## config.mk

```make
export PLATFORM = sky130hd
export DESIGN_NAME = dwdt_top
export DESIGN_NICKNAME = d
export VERILOG_FILES = /design/src/design/dwdt_tick_div.v /design/src/design/dwdt_reset_hold.v /design/src/design/dwdt_top.v
export VERILOG_INCLUDE_DIRS = /design/src /design/src/design
export SDC_FILE = /design/constraint.sdc
export NUM_CORES = 1
export LEC_CHECK = 0
export BUFFER_PORTS_ARGS = -buffer_cell sky130_fd_sc_hd__buf_2
export CAP_MARGIN = 15
export CORE_MARGIN = 10
export CORE_UTILIZATION = 52
export DETAILED_ROUTE_END_ITERATION = 10
export PLACE_DENSITY = 0.83
export SETUP_SLACK_MARGIN = 0.5
export SYNTH_ARGS = -nofsm -noshare
export SYNTH_HDL_FRONTEND = slang
export SYNTH_SLANG_ARGS = --single-unit
```

## constraint.sdc

```tcl
create_clock -name clk_i -period 2.3 [get_ports clk_i]
set_input_delay 0.23 -clock clk_i [delete_from_list [all_inputs] [get_ports clk_i]]
set_output_delay 0.23 -clock clk_i [all_outputs]
set_load 0.02 [all_outputs]
```

## src/design/dwdt_map.vh

```
// constants for the digital watchdog timer: register map, fields, reset values, timing
// assumes a wishbone classic slave with 8-bit registers in the low byte of each word
`ifndef DWDT_MAP_VH
`define DWDT_MAP_VH

// ==========================================
// register map
`define DWDT_ADDR_COUNT 8'hd8
`define DWDT_COUNT_RESET 8'hfe

// ==========================================
// fields
`define DWDT_BIT_ARM 0
`define DWDT_BIT_SWRST 1
`define DWDT_PERIOD_LO 2
`define DWDT_PERIOD_HI 7

// ==========================================
// timing
`define DWDT_TICK_DIV 12
`define DWDT_STEP_TICKS 256
`define DWDT_RESET_HOLD 2048
`define DWDT_CPU_DIV 13
`define DWDT_GUARD_INSTR 28
`define DWDT_MIN_CYCLES_PER_INSTR 2

`endif

```

## src/design/dwdt_tick_div.v

```verilog
// divider producing a one-cycle enable every DIV clocks
// assumes the clock is the internal clock of the device
`timescale 1ns/1ps
module dwdt_tick_div #(
	parameter DIV = 12
) (
	input wire clk_i,
	input wire rst_i,
	input wire run_i,
	output wire tick_o
);
	reg [7:0] cnt_r;

	// frozen while run_i is low so a held count stays exactly where it stopped
	always @(posedge clk_i) begin
		if (rst_i) begin
			cnt_r <= 8'h00;
		end else if (run_i) begin
			if (cnt_r == DIV - 1) begin
				cnt_r <= 8'h00;
			end else begin
				cnt_r <= cnt_r + 8'h01;
			end
		end
	end

	assign tick_o = run_i && (cnt_r == DIV - 1);
endmodule // dwdt_tick_div

```

## src/design/dwdt_reset_hold.v

```verilog
// stretches a reset request into a hold of HOLD clocks
// assumes requests are single-clock or level; the hold restarts on every request
`timescale 1ns/1ps
module dwdt_reset_hold #(
	parameter HOLD = 2048
) (
	input wire clk_i,
	input wire rst_i,
	input wire req_i,
	output wire hold_o
);
	// power-up value: rst_i is not wired here, so the hold must not start unknown
	reg [11:0] cnt_r = 12'h000;

	always @(posedge clk_i) begin
		if (rst_i) begin
			cnt_r <= 12'h000;
		end else if (req_i) begin
			cnt_r <= HOLD[11:0] - 12'h001;
		end else if (cnt_r != 12'h000) begin
			cnt_r <= cnt_r - 12'h001;
		end
	end

	assign hold_o = req_i || (cnt_r != 12'h000);
endmodule // dwdt_reset_hold

```

## src/design/dwdt_top.v

```verilog
// digital watchdog timer: reloadable downcounter with wishbone register access
// assumes the core raises stop_req_i for one clock per stop instruction, and that
// wake_i marks the interrupt that leaves stop mode; mcu_rst_o must feed back into rst_i
`timescale 1ns/1ps
`include "dwdt_map.vh"
module dwdt_top #(
	parameter HW_ACTIVATION = 1'b0,
	parameter EXT_STOP_CTRL = 1'b0,
	parameter TICK_DIV = `DWDT_TICK_DIV,
	parameter RESET_HOLD = `DWDT_RESET_HOLD,
	parameter GUARD_TICKS = 4
) (
	input wire clk_i,
	input wire rst_i,
	input wire wb_cyc_i,
	input wire wb_stb_i,
	input wire wb_we_i,
	input wire [7:0] wb_adr_i,
	input wire [3:0] wb_sel_i,
	input wire [31:0] wb_dat_i,
	output reg [31:0] wb_dat_o,
	output reg wb_ack_o,
	output wire wb_err_o,
	input wire stop_req_i,
	input wire prio_wake_i,
	input wire wake_i,
	output reg stop_mode_o,
	output reg wait_mode_o,
	output reg osc_halt_o,
	output wire wd_active_o,
	output wire mcu_rst_o
);
	// ==========================================
	// functions
	function [5:0] dwdt_rev6;
		input [5:0] v;
		integer k;
		begin
			for (k = 0; k < 6; k = k + 1) begin
				dwdt_rev6[k] = v[5 - k];
			end
		end
	endfunction

	// ==========================================
	// state
	reg armed_r;
	reg [6:0] cnt_r; // physical counter: [6] software reset bit, [5:0] period lsb..msb
	reg [7:0] shadow_r;
	reg load_pend_r;
	reg [7:0] guard_r;
	reg wd_fire_r;
	// one counter step spans 256 time-base ticks, so the shortest period is 3072 clocks
	localparam STEP_TICKS = `DWDT_STEP_TICKS;
	reg [7:0] pre_r;
	wire tick;
	wire running;
	wire hold;
	wire wr_hit;
	wire rd_hit;
	wire req;
	wire armed_eff;

	assign armed_eff = HW_ACTIVATION ? 1'b1 : armed_r;
	assign wd_active_o = armed_eff;
	assign req = wb_cyc_i && wb_stb_i && !wb_ack_o;
	assign wr_hit = req && wb_we_i && (wb_adr_i == `DWDT_ADDR_COUNT) && wb_sel_i[0];
	assign rd_hit = req && !wb_we_i && (wb_adr_i == `DWDT_ADDR_COUNT);
	// unmapped addresses still get ack with zero data; no error path
	assign wb_err_o = 1'b0;

	// ==========================================
	// stop / wait handling
	// counter freezes only in true stop; wait keeps the oscillator and count alive
	assign running = !stop_mode_o;

	always @(posedge clk_i) begin
		if (rst_i) begin
			stop_mode_o <= 1'b0;
			wait_mode_o <= 1'b0;
			osc_halt_o <= 1'b0;
		end else if (stop_mode_o || wait_mode_o) begin
			if (wake_i) begin
				stop_mode_o <= 1'b0;
				wait_mode_o <= 1'b0;
				osc_halt_o <= 1'b0;
			end
		end else if (stop_req_i) begin
			if (!armed_eff) begin
				stop_mode_o <= 1'b1;
				osc_halt_o <= 1'b1;
			end else if (EXT_STOP_CTRL && prio_wake_i) begin
				stop_mode_o <= 1'b1;
				osc_halt_o <= 1'b1;
			end else begin
				wait_mode_o <= 1'b1;
			end
		end
	end

	dwdt_tick_div #(
		.DIV(TICK_DIV)
	) u_div (
		.clk_i(clk_i),
		.rst_i(rst_i),
		.run_i(running),
		.tick_o(tick)
	);

	// ==========================================
	// register, counter and reset generation
	always @(posedge clk_i) begin
		if (rst_i) begin
			armed_r <= 1'b0;
			cnt_r <= 7'h7f;
			shadow_r <= `DWDT_COUNT_RESET;
			load_pend_r <= 1'b0;
			guard_r <= GUARD_TICKS[7:0];
			wd_fire_r <= 1'b0;
			pre_r <= 8'h00;
		end else begin
			wd_fire_r <= 1'b0;
			if (wr_hit) begin
				shadow_r <= wb_dat_i[7:0];
				load_pend_r <= 1'b1;
				if (wb_dat_i[`DWDT_BIT_ARM] && !armed_r) begin
					armed_r <= 1'b1;
					guard_r <= GUARD_TICKS[7:0];
				end
				if (!wb_dat_i[`DWDT_BIT_SWRST]) begin
					wd_fire_r <= 1'b1;
				end
			end
			if (tick) begin
				if (guard_r != 8'h00) begin
					guard_r <= guard_r - 8'h01;
				end
				if (load_pend_r && !wr_hit) begin
					cnt_r <= {shadow_r[`DWDT_BIT_SWRST], dwdt_rev6(shadow_r[`DWDT_PERIOD_HI:`DWDT_PERIOD_LO])};
					load_pend_r <= 1'b0;
					// reload restarts the whole step so the full period is granted
					pre_r <= 8'h00;
				end else if (pre_r == STEP_TICKS - 1) begin
					pre_r <= 8'h00;
					cnt_r <= cnt_r - 7'h01;
					// bit 6 falling to zero ends the count
					if (armed_eff && cnt_r == 7'h40 && guard_r == 8'h00) begin
						wd_fire_r <= 1'b1;
					end
				end else begin
					pre_r <= pre_r + 8'h01;
				end
			end
		end
	end

	dwdt_reset_hold #(
		.HOLD(RESET_HOLD)
	) u_hold (
		.clk_i(clk_i),
		.rst_i(1'b0),
		.req_i(wd_fire_r),
		.hold_o(hold)
	);
	assign mcu_rst_o = hold;

	// ==========================================
	// bus answer: one-cycle registered ack
	always @(posedge clk_i) begin
		if (rst_i) begin
			wb_ack_o <= 1'b0;
			wb_dat_o <= 32'h00000000;
		end else begin
			wb_ack_o <= req;
			wb_dat_o <= 32'h00000000;
			if (rd_hit) begin
				// readback shows the live counter in register bit order
				wb_dat_o[7:0] <= {dwdt_rev6(cnt_r[5:0]), cnt_r[6], armed_eff};
			end
		end
	end
endmodule // dwdt_top

```

Yosys cells after proc, flatten, opt, wreduce, memory -nomap -nowiden
Cells that the tools add are included.

Bits in registers: 89. Input port bits: 52. Output and inout port bits: 39. Word-level logic and storage cells: 81.

Add/subtract/negate cells: 5. Equal/unequal tests: 6. Multiplexer cells: 25. Bitwise logic cells: 1. Reductions and logical operators: 30.

Operators with widths (number): two-way mux 8 bit (7); adder 8 x 1 -> 8 bit (second input constant) (2); equality test 8 bit (second input constant) (2); two-way mux 1 bit (16); two-way mux 7 bit (2); logical AND 1 bit (12); nonzero test 12 bit (1); subtractor 12 x 1 -> 12 bit (second input constant) (1); equality test 8 x 4 -> 1 bit (second input constant) (1); logical NOT 8 bit (1); nonzero test 8 bit (1); subtractor 8 x 1 -> 8 bit (second input constant) (1); equality test 7 bit (second input constant) (1); subtractor 7 x 1 -> 7 bit (second input constant) (1); AND reduction 3 bit (2); nonzero test 2 bit (3); logical NOT 1 bit (5); AND reduction 2 bit (2); logical OR 1 bit (2); inequality test 2 x 1 -> 1 bit (second input constant) (1); inequality test 2 bit (second input constant) (1); OR reduction 2 bit (1); inverter 1 bit (1).

Depth between registers and ports, before layout
Gate-level depths: netlist of the first run.

Depth after elaboration: 10. Depth in mapped cells: 8. Gate-level depth less buffers: 7.

Cells and area by module
A second synthesis of the first run with hierarchy kept.

Cell total of the unflattened synthesis: 378. Area total of the unflattened synthesis: 3254.4 µm².

By module, submodules not included: dwdt_top (instances 1, cells an instance 264, area each 2260.9 µm², sequential area each 880.8 µm²); dwdt_reset_hold (instances 1, cells an instance 74, area each 623.1 µm², sequential area each 240.2 µm²); dwdt_tick_div (instances 1, cells an instance 40, area each 370.4 µm², sequential area each 160.2 µm²).

Least setup slack after synthesis of the first run
OpenSTA, ideal clock, no wires.

Path kind: input-to-reg. Start point: input port wb_adr_i[1]. End point: register cnt_r[3]. Library setup time: 0.120 ns. Data arrival time: 1.971 ns. Data required time: 2.180 ns. Path slack: 0.209 ns. Cell stages on the path: 6. Buffers on the path: 1. Cell sequence: or4b_4 o41a_1 o21ai_1 buf_2 a211oi_1 a211o_1.

Cells in the longest elaborated chain, start to end: 7. Elaborated cells on any way between the ends: 8. Classes of those cells: eq/ne (1); mux (1); reduce/logical (6).

RTL lines: start, declared (line dwdt_top.v:18) `input wire [7:0] wb_adr_i,`; equality test 8 bit (no source line) (*); logical AND 1 bit (*) (2 in series) (line dwdt_top.v:67) `` assign wr_hit = req && wb_we_i && (wb_adr_i == `DWDT_ADDR_COUNT) && wb_sel_i[0]; ``; logical NOT 1 bit (*) (line dwdt_top.v:138) `if (load_pend_r && !wr_hit) begin`; logical AND 1 bit (*) (line dwdt_top.v:138); nonzero test 2 bit (no source line); AND reduction 2 bit (no source line); end signal, assigned (line dwdt_top.v:139) `` cnt_r <= {shadow_r[`DWDT_BIT_SWRST], dwdt_rev6(shadow_r[`DWDT_PERIOD_HI:`DWDT_PERIOD_LO])}; ``; end signal, assigned (line dwdt_top.v:145) `cnt_r <= cnt_r - 7'h01;`; end, declared (line dwdt_top.v:48) `reg [6:0] cnt_r;`.

Every way passes the cells marked *; elsewhere a longest branch is shown, timed or not. A chain may end at the register's enable or synchronous reset.

Worst setup path after layout of the first run
Start point: register u_hold.cnt_r[4]. End point: register u_hold.cnt_r[3].

Cells in the longest elaborated chain, start to end: 1.

RTL lines: start, declared (line dwdt_reset_hold.v:13) `reg [11:0] cnt_r = 12'h000;`; start signal, assigned (line dwdt_reset_hold.v:19) `cnt_r <= HOLD[11:0] - 12'h001;`; start signal, assigned (line dwdt_reset_hold.v:21) `cnt_r <= cnt_r - 12'h001;`; nonzero test 12 bit (line dwdt_reset_hold.v:20) `end else if (cnt_r != 12'h000) begin`.

No other way between the ends.

==> impl_metrics.ini, run 1 <==
[outcome]
outcome = finished clean

[route]
drt_iter0_drc = 181
wire_per_inst_um = 14.6
ant_nets = 0
vias = 2723
via_per_inst = 5.40
totalWireLength_mm = 7.36
detail_route.drc_violations = 0
drtPass1Iterations = 4

[cts]
clk_path_buf_depth = 2
numCtsBuffers = 9
cts.sinks = 64
ctsHoldBuffers = 0
clk_pin_slew_ps = 70
cts_tree = built
htreeDepth = 3
clk_latency_ps = 340
clockRootBuffer = clkbuf_8

[critical_path]
reg2reg_slack_ps = 500
cpPeakStageDelay_ps = 330
crit_path_cell_trace = nor4_2, buf_4, nand3_2, buf_4, buf_4, buf_6, nand3b_1, xnor2_1, or2_2
critPathKind = reg2reg
crit_required_ps = 2520
cp-start-kind = flop
crit_path_end_kind = flop
slowest_stage = dfxtp_2
cp_common_cell = buf_4
critical_path.max_fanout = 10
cp.arrival_ps = 2020

[pwr]
combPwrFrac_pct = 9.0
p_switching_uw = 635
power.internal_mw = 1.95
power_density_nw_per_um2 = 658
switching_share_pct = 24.5
power.leakage_nw = 1.61
p_clk_share_pct = 41.7
vdd_ir_drop_max_mv = 0.498
pwr-share-seq_pct = 49.3

[floorplanning]
die_area_sq_um = 9610
coreArea_sq_um = 5920
die_w_um = 98.0
fp.dieH_um = 98.0
row_count = 28
ioPinCount = 91
start_util_pct = 53.5

[synthesis]
synthTopCellsByArea = dfxtp_1, buf_4, nor2_1
synth_top_area_share_pct = 40.5
syn_inst = 362
synth-edff-count = 0
synthArstFlopShare_pct = 0
seq_area_frac_synth_pct = 40.5
yosys.cell_types.count = 51
synth_top_area_cell = dfxtp_1
syn_avg_cell_area_sq_um = 8.75
ys_ff_latch = 64
yosysWarnings = 0
ys_dominant_reg_cell = dfxtp_1
netlist_area_sq_um = 3170

[global_route]
track_usage_pct = 14.1
gr-total-overflow = 0
grt_first_pass_wirelength_mm = 11.6
grt_pass1_vias = 2609
grt_max_degree = 28
antenna_found_initial = 0

[finish]
fin_util_pct = 66.5
antenna_cells = 0
area_delta_synth_final_pct = 24.3
layout-drive-gt1-share_pct = 26.8
finalNetCount = 485

[timing]
fmax_ghz = 0.557
tns_ps = 0
clock_skew_ps = 8.04
finalCriticalPeriod_ps = 1800
setup_viol = 0
slew_viol_final = 0
rsz0062_at_grt = yes
fin_crit_sh_pct = 78.1
finalHoldViolations = 0

[placement]
dp_hpwl_mm = 4.88
finalWeightedCongestion = 0.850
numPortBuffers = 37

[run]
cap_viol_max_count = 0

[min_path]
hold_class = in2reg
## sequential cells by signal, indices dropped and copies added (netlist names)
| name | count |
|---|---|
| wb_ack_o | 1 |
| wd_active_o | 1 |
| shadow_r | 7 |
| guard_r | 8 |
| u_div.cnt_r | 8 |
| wb_dat_o | 8 |
| load_pend_r | 1 |
| cnt_r | 7 |
| wait_mode_o | 1 |
| osc_halt_o | 1 |
| wd_fire_r | 1 |
| u_hold.cnt_r | 12 |
| pre_r | 8 |
## final timing paths
path	endpoint	depth (start not counted)	startpoint
max	u_hold.cnt_r[3]	9	u_hold.cnt_r[4]
min	shadow_r[6]	2	wb_dat_i[6]
max reg2reg	u_hold.cnt_r[3]	9	u_hold.cnt_r[4]
min reg2reg	pre_r[0]	2	pre_r[0]
## power groups by stage
stage               registers (mW)  clock network [mW]  logic [mW]
detailed placement            1.27                   0       0.198
global route                  1.29                1.15       0.258
floorplan                     1.26                   0       0.187
CTS                           1.26                1.10       0.204
global placement              1.27                   0       0.188
finish                        1.28                1.08       0.233
## per-layer routing
metal  wire length (um)  part of all wire [%]  vias up  global-route usage [%]
li1                   -                     -     1351                       -
met1               3050                    41     1280                    16.3
met2               3550                    48       80                    22.8
met3                653                   8.9       12                    6.06
met4                104                   1.4        0                    5.15
met5                  0                     0        -                       0
## cells by family after synthesis
family / Yosys count / synth area share [%]
and+or+nand+nor: 158 / 27.1
DFF: 64 / 40.5
AOI/OAI and AO/OA: 60 / 13.8
buffers and inverters: 48 / 8.89
xor gates and xnor gates: 19 / 5.25
adders and majority gates: 8 / 3.16
muxes: 4 / 1.26
other: 1 / 0.118
## what timing repair did
item,in CTS,in global routing
resized for setup,18,22
endpoints found under the setup margin,20,27
buffers inserted,9,8
gates cloned,0,1
hold endpoints to repair,0,0
pin swaps,5,10
## final cells by class
cell class	instances	area [sq um]
Tap cell	75	93.8
Timing Repair Buffer	68	478
Sequential cell	64	1290
Multi-Input combinational cell	274	1820
Clock buffer	12	155
Clock inverter	3	65.1
Fill cell	478	1990
Inverter	8	30.0
## Yosys cell counts (4+ instances only)
cell,count
dfxtp_1,64
nor2_1,36
buf_4,26
nand2_1,22
nor3_1,18
a21oi_1,16
nand3_1,16
a211o_1,14
clkbuf_1,11
xor2_1,10
and2_1,9
nand2b_1,9
nor2b_1,9
xnor2_1,9
ha_1,8
inv_1,8
o21ai_0,7
a211oi_1,6
nor4_1,6
and3_1,5
nand4b_1,5
mux2i_1,4
## per-stage QoR
stage / setup slack, ps / cells / power, mW / hold slack [ps] / area (sq um)
6_report: 505 / 504 / 2.59 / 86.8 / 3940
5_1_grt: 445 / 504 / 2.69 / 74.6 / 3940
4_1_cts: 415 / 495 / 2.56 / 79.1 / 3770
3_5_place_dp: 198 / 471 / 1.47 / 436 / 3410
3_3_place_gp: 243 / 471 / 1.45 / 431 / 3410
2_1_floorplan: 390 / 386 / 1.44 / 348 / 3270
## worst max-delay path: cells and delay by family (launching register included)
kind	cells	cell delay, ps
flops	1	330
simple gates	4	710
buf+inv	4	570
xor+xnor	1	60
## placed cells by master (no fill, tap or decap), types with 3 or more instances in the layout
cell type  instances
buf_6              4
dfxtp_1           56
nand4b_1           5
dfxtp_2            8
xnor2_1            9
ha_1               6
inv_1              6
xor2_1            10
nor2b_1            8
clkbuf_8          11
and2_1             9
nand2_1           22
nor2_1            35
buf_4             25
nand3b_1           3
buf_2             36
a21oi_1           16
nand2b_1           9
a31oi_1            3
mux2i_1            4
nor3_1            17
nand3_2            3
nor4_4             3
nand3_1           13
and3_1             5
conb_1            25
or3_1              3
a211o_1           14
o21ai_0            7
a211oi_1           6
No activity file was read; power rests on OpenSTA's default activity.
==> inputs of run 2 (changes only) <==
==> constraint.sdc (replaced) <==
create_clock -name clk_i -period 1.85 [get_ports clk_i]
set_input_delay 0.185 -clock clk_i [delete_from_list [all_inputs] [get_ports clk_i]]
set_output_delay 0.185 -clock clk_i [all_outputs]
set_load 0.02 [all_outputs]
==> impl_metrics.ini, run 2 (synthesis results as in run 1) <==
[pwr]
switching_share_pct = 29.2
p_switching_uw = 891
p_clk_share_pct = 34.8
combPwrFrac_pct = 11.7
power.leakage_nw = 1.83
total_power_mw = 3.06
power_density_nw_per_um2 = 672
vdd_ir_drop_max_mv = 0.528
power.internal_mw = 2.17
pwr-share-seq_pct = 53.5

[critical_path]
reg2reg_from = wb_ack_o
critPathKind = in2reg
cp.arrival_ps = 2070
crit_end = cnt_r[6]
cp-start-kind = primary input
crit_path_end_kind = flop
reg2reg_slack_ps = 30
cpPeakStageDelay_ps = 550
crit_start = wb_adr_i[1]
critical_path.max_fanout = 5
crit_required_ps = 2070
cp_common_cell = buf_6
slowest_stage = or4b_4
crit_path_cell_trace = buf_6, or4b_4, buf_6, o41a_1, o21ai_2, buf_6, a211oi_1, a211o_1
worstReg2RegEnd = cnt_r[6]
r2r_cells = 6

[finish]
layout_commonest_cell = dfxtp_1
antenna_cells = 0
final_cell_mix = dfxtp_1, buf_4, buf_2
layout-drive-gt1-share_pct = 42.7
fin_util_pct = 76.8
area_delta_synth_final_pct = 43.7
finalNetCount = 521
max_flop_register = u_hold.cnt_r
largest_reg_flops = 12

[cts]
numCtsBuffers = 9
ctsHoldBuffers = 0
clk_path_buf_depth = 2
clk_pin_slew_ps = 70
cts.sinks = 64
clockRootBuffer = clkbuf_8
htreeDepth = 3
cts_tree = built
clk_latency_ps = 340

[timing]
slew_headroom_pct = 57.7
finalCriticalPeriod_ps = 1850
finalHoldViolations = 0
setup_viol = 1
fmax_ghz = 0.540
worst_slew_pin_slew_ps = 629
finalWorstSetupSlack_ps = -2.90
tns_ps = -2.90
whs_ps = 60.3
fin_crit_sh_pct = 100
rsz0062_at_grt = yes
slew_viol_final = 0
clock_skew_ps = 8.60

[outcome]
outcome = complete, but fails checks
violations = negative setup slack

[route]
detail_route.drc_violations = 0
drt_iter0_drc = 268
vias = 3137
via_per_inst = 5.80
drtPass1Iterations = 5
wire_per_inst_um = 18.7
totalWireLength_mm = 10.1
ant_nets = 0

[placement]
numPortBuffers = 37
dp_hpwl_mm = 5.18
pre_cts_ws_ps = -143
finalWeightedCongestion = 0.840

[min_path]
hold_class = in2reg
holdPathStages = 2

[floorplanning]
die_area_sq_um = 9610
fp.dieH_um = 98.0
die_w_um = 98.0
coreArea_sq_um = 5920
start_util_pct = 53.5
ioPinCount = 91
row_count = 28

[global_route]
gr-total-overflow = 0
track_usage_pct = 17.6
grt_max_degree = 29
grt_first_pass_wirelength_mm = 14.5
antenna_found_initial = 0
grt_pass1_vias = 2973

[run]
cap_viol_max_count = 0
-- run 2: cell types whose count changed in the layout (fill, tap and decap cells not counted), sizes merged --
cell	delta
clkinv	+1
bufinv	-2
buf	+37
clkinvlp	+1
-- run 2: power by group through the flow --
stage	registers (mW)	clock network, mW	logic (mW)
2_1_floorplan	1.61	0	0.256
3_3_place_gp	1.63	0	0.263
3_5_place_dp	1.64	0	0.274
4_1_cts	1.62	1.05	0.313
5_1_grt	1.65	1.12	0.389
6_report	1.63	1.06	0.358
-- run 2: routing by layer --
| layer | GRT usage (%) | part of all wire, % | wire length, um | vias up |
|---|---|---|---|---|
| li1 | - | - | - | 1419 |
| met3 | 5.07 | 7.5 | 757 | 37 |
| met2 | 30.5 | 51 | 5180 | 171 |
| met1 | 20.5 | 39 | 3930 | 1510 |
| met5 | 0 | 0 | 0 | - |
| met4 | 5.15 | 2.7 | 276 | 0 |
-- run 2: worst min path at each step --
| stage | slack (ps) | endpoint | startpoint |
|---|---|---|---|
| floorplan | 300 | shadow_r[2] | wb_dat_i[2] |
| global placement | 390 | shadow_r[5] | wb_dat_i[5] |
| global route | 70 | shadow_r[6] | wb_dat_i[6] |
| CTS | 50 | shadow_r[3] | wb_dat_i[3] |
| finish | 60 | shadow_r[6] | wb_dat_i[6] |
| detailed placement | 390 | shadow_r[3] | wb_dat_i[3] |
-- run 2: critical path, delay by kind of cell --
kind	cells	cell delay [ps]
simple gates	1	550
compound gates	4	950
buf+inv	3	390
-- run 2: per-stage QoR --
| stage | cells | instance area [sq um] |
|---|---|---|
| after floorplan | 386 | 3440 |
| after global placement | 488 | 3650 |
| after detailed placement | 488 | 3650 |
| after CTS | 529 | 4310 |
| after global routing | 541 | 4550 |
| final | 541 | 4550 |
-- run 2: what timing repair did --
item,CTS,global route
endpoints found under the setup margin,53,57
pin swaps,21,28
gates resized for setup,63,38
cloned,1,2
setup buffers,24,10
-- run 2: area by class of cell --
cell class              count  area, sq um
clock buffers              13          149
clock inverters             3         17.5
fillers                   337         1370
inverters                   8         30.0
multi-input cells         274         2110
flip-flops and latches     64         1300
well taps                  75         93.8
repair buffers            104          846
==> inputs of run 3 (changes only) <==
--- a/config.mk
+++ b/config.mk
@@ -8,11 +8,12 @@
 export LEC_CHECK = 0
 export BUFFER_PORTS_ARGS = -buffer_cell sky130_fd_sc_hd__buf_2
 export CAP_MARGIN = 15
-export CORE_MARGIN = 10
+export CORE_MARGIN = 5
 export CORE_UTILIZATION = 52
 export DETAILED_ROUTE_END_ITERATION = 10
-export PLACE_DENSITY = 0.83
+export PLACE_DENSITY_LB_ADDON = 0.15
 export SETUP_SLACK_MARGIN = 0.5
+export SKIP_CTS_REPAIR_TIMING = 1
 export SYNTH_ARGS = -nofsm -noshare
 export SYNTH_HDL_FRONTEND = slang
 export SYNTH_SLANG_ARGS = --single-unit
==> impl_metrics.ini, run 3 (synthesis results as in run 1) <==
[outcome]
outcome = finished clean

[critical_path]
cp.arrival_ps = 1640
crit_required_ps = 1660
critical_path.max_fanout = 5
critPathKind = reg2out
crit_path_end_kind = output port
cp-start-kind = flop

[finish]
fin_util_pct = 79.0
layout-drive-gt1-share_pct = 47.4
layout_commonest_cell = dfxtp_1
antenna_cells = 0
final_cell_mix = dfxtp_1, buf_4, buf_2
max_flop_register = u_hold.cnt_r
area_delta_synth_final_pct = 47.8
largest_reg_flops = 12
layoutNonFillerInstCount = 543
finalNetCount = 523
fillers = 355

[timing]
finalHoldViolations = 0
rsz0062_at_grt = yes
whs_ps = 43.5
finalCriticalPeriod_ps = 1830
fmax_ghz = 0.548
fin_crit_sh_pct = 98.7
finalWorstSetupSlack_ps = 24.4
slew_viol_final = 0
setup_viol = 0
clock_skew_ps = 14.8

[placement]
pre_cts_ws_ps = -132
dp_hpwl_mm = 4.70
finalWeightedCongestion = 0.804
dp.cells = 491
numPortBuffers = 37

[floorplanning]
row_count = 28
start_util_pct = 53.5
die_area_sq_um = 7750
coreArea_sq_um = 5920
die_w_um = 88.0
ioPinCount = 91
fp.dieH_um = 88.0

[route]
vias = 2935
drtPass1Iterations = 4
via_per_inst = 5.41
totalWireLength_mm = 8.72
detail_route.drc_violations = 0
wire_per_inst_um = 16.1
drt_iter0_drc = 142
ant_nets = 0

[cts]
cts.sinks = 64
htreeDepth = 3
clk_path_buf_depth = 2
numCtsBuffers = 9
clk_pin_slew_ps = 80
cts_tree = built
clk_latency_ps = 340
clockRootBuffer = clkbuf_8

[global_route]
track_usage_pct = 17.8
antenna_found_initial = 0
grt_pass1_vias = 2513
gr-total-overflow = 0
grt_max_degree = 32
grt_first_pass_wirelength_mm = 11.0

[pwr]
switching_share_pct = 27.6
power.internal_mw = 2.34
p_clk_share_pct = 39.2
power.leakage_nw = 1.83
total_power_mw = 3.24
pwr-share-seq_pct = 50.0
power_density_nw_per_um2 = 691
combPwrFrac_pct = 10.8
p_switching_uw = 892
vdd_ir_drop_max_mv = 0.517

[min_path]
hold_class = in2reg

[run]
cap_viol_max_count = 0
-- run 3: path summary, 6_finish.rpt --
| path | slack, ps | cells after the start | from | endpoint |
|---|---|---|---|---|
| max | 20 | 6 | u_hold.cnt_r[1] | mcu_rst_o |
| min | 40 | 2 | wb_dat_i[4] | shadow_r[4] |
| max reg2reg | 40 | 8 | wb_ack_o | pre_r[2] |
| min reg2reg | 500 | 2 | pre_r[4] | pre_r[4] |
-- run 3: through the flow --
stage,area [sq um],TNS (ps)
3_5_place_dp,3660,-1210
2_1_floorplan,3440,-55.6
4_1_cts,3870,-173
3_3_place_gp,3660,-802
5_1_grt,4680,-316
6_report,4680,0
-- run 3: critical path, stage by stage (launching register included) --
cell     delay, ps
dfxtp_2        330
inv_2           70
ha_4           140
nor3b_4        240
nand3_4        130
or2_4          250
buf_6          130
-- run 3: power groups by stage --
| stage | Combinational, mW | Clock [mW] | Sequential, mW |
|---|---|---|---|
| after floorplan | 0.256 | 0 | 1.61 |
| after global placement | 0.264 | 0 | 1.63 |
| after detailed placement | 0.272 | 0 | 1.64 |
| after CTS | 0.275 | 1.27 | 1.61 |
| after global routing | 0.381 | 1.35 | 1.63 |
| final | 0.349 | 1.27 | 1.62 |
-- run 3: final cells by class --
| cell class | instances | area [sq um] | share of cell area [%] |
|---|---|---|---|
| Multi-Input combinational cell | 274 | 2230 | 47.6 |
| Sequential cell | 64 | 1310 | 27.9 |
| Timing Repair Buffer | 106 | 808 | 17.3 |
| Clock buffer | 12 | 155 | 3.32 |
| Tap cell | 75 | 93.8 | 2.01 |
| Clock inverter | 4 | 53.8 | 1.15 |
| Inverter | 8 | 32.5 | 0.695 |
-- run 3: per-layer routing --
layer / vias to the layer above / track usage (%) / part of all wire (%)
li1: 1427 / - / -
met1: 1424 / 23.0 / 41
met2: 69 / 28.9 / 52
met3: 15 / 3.48 / 4.9
met4: 0 / 7.83 / 1.6
met5: - / 0 / 0
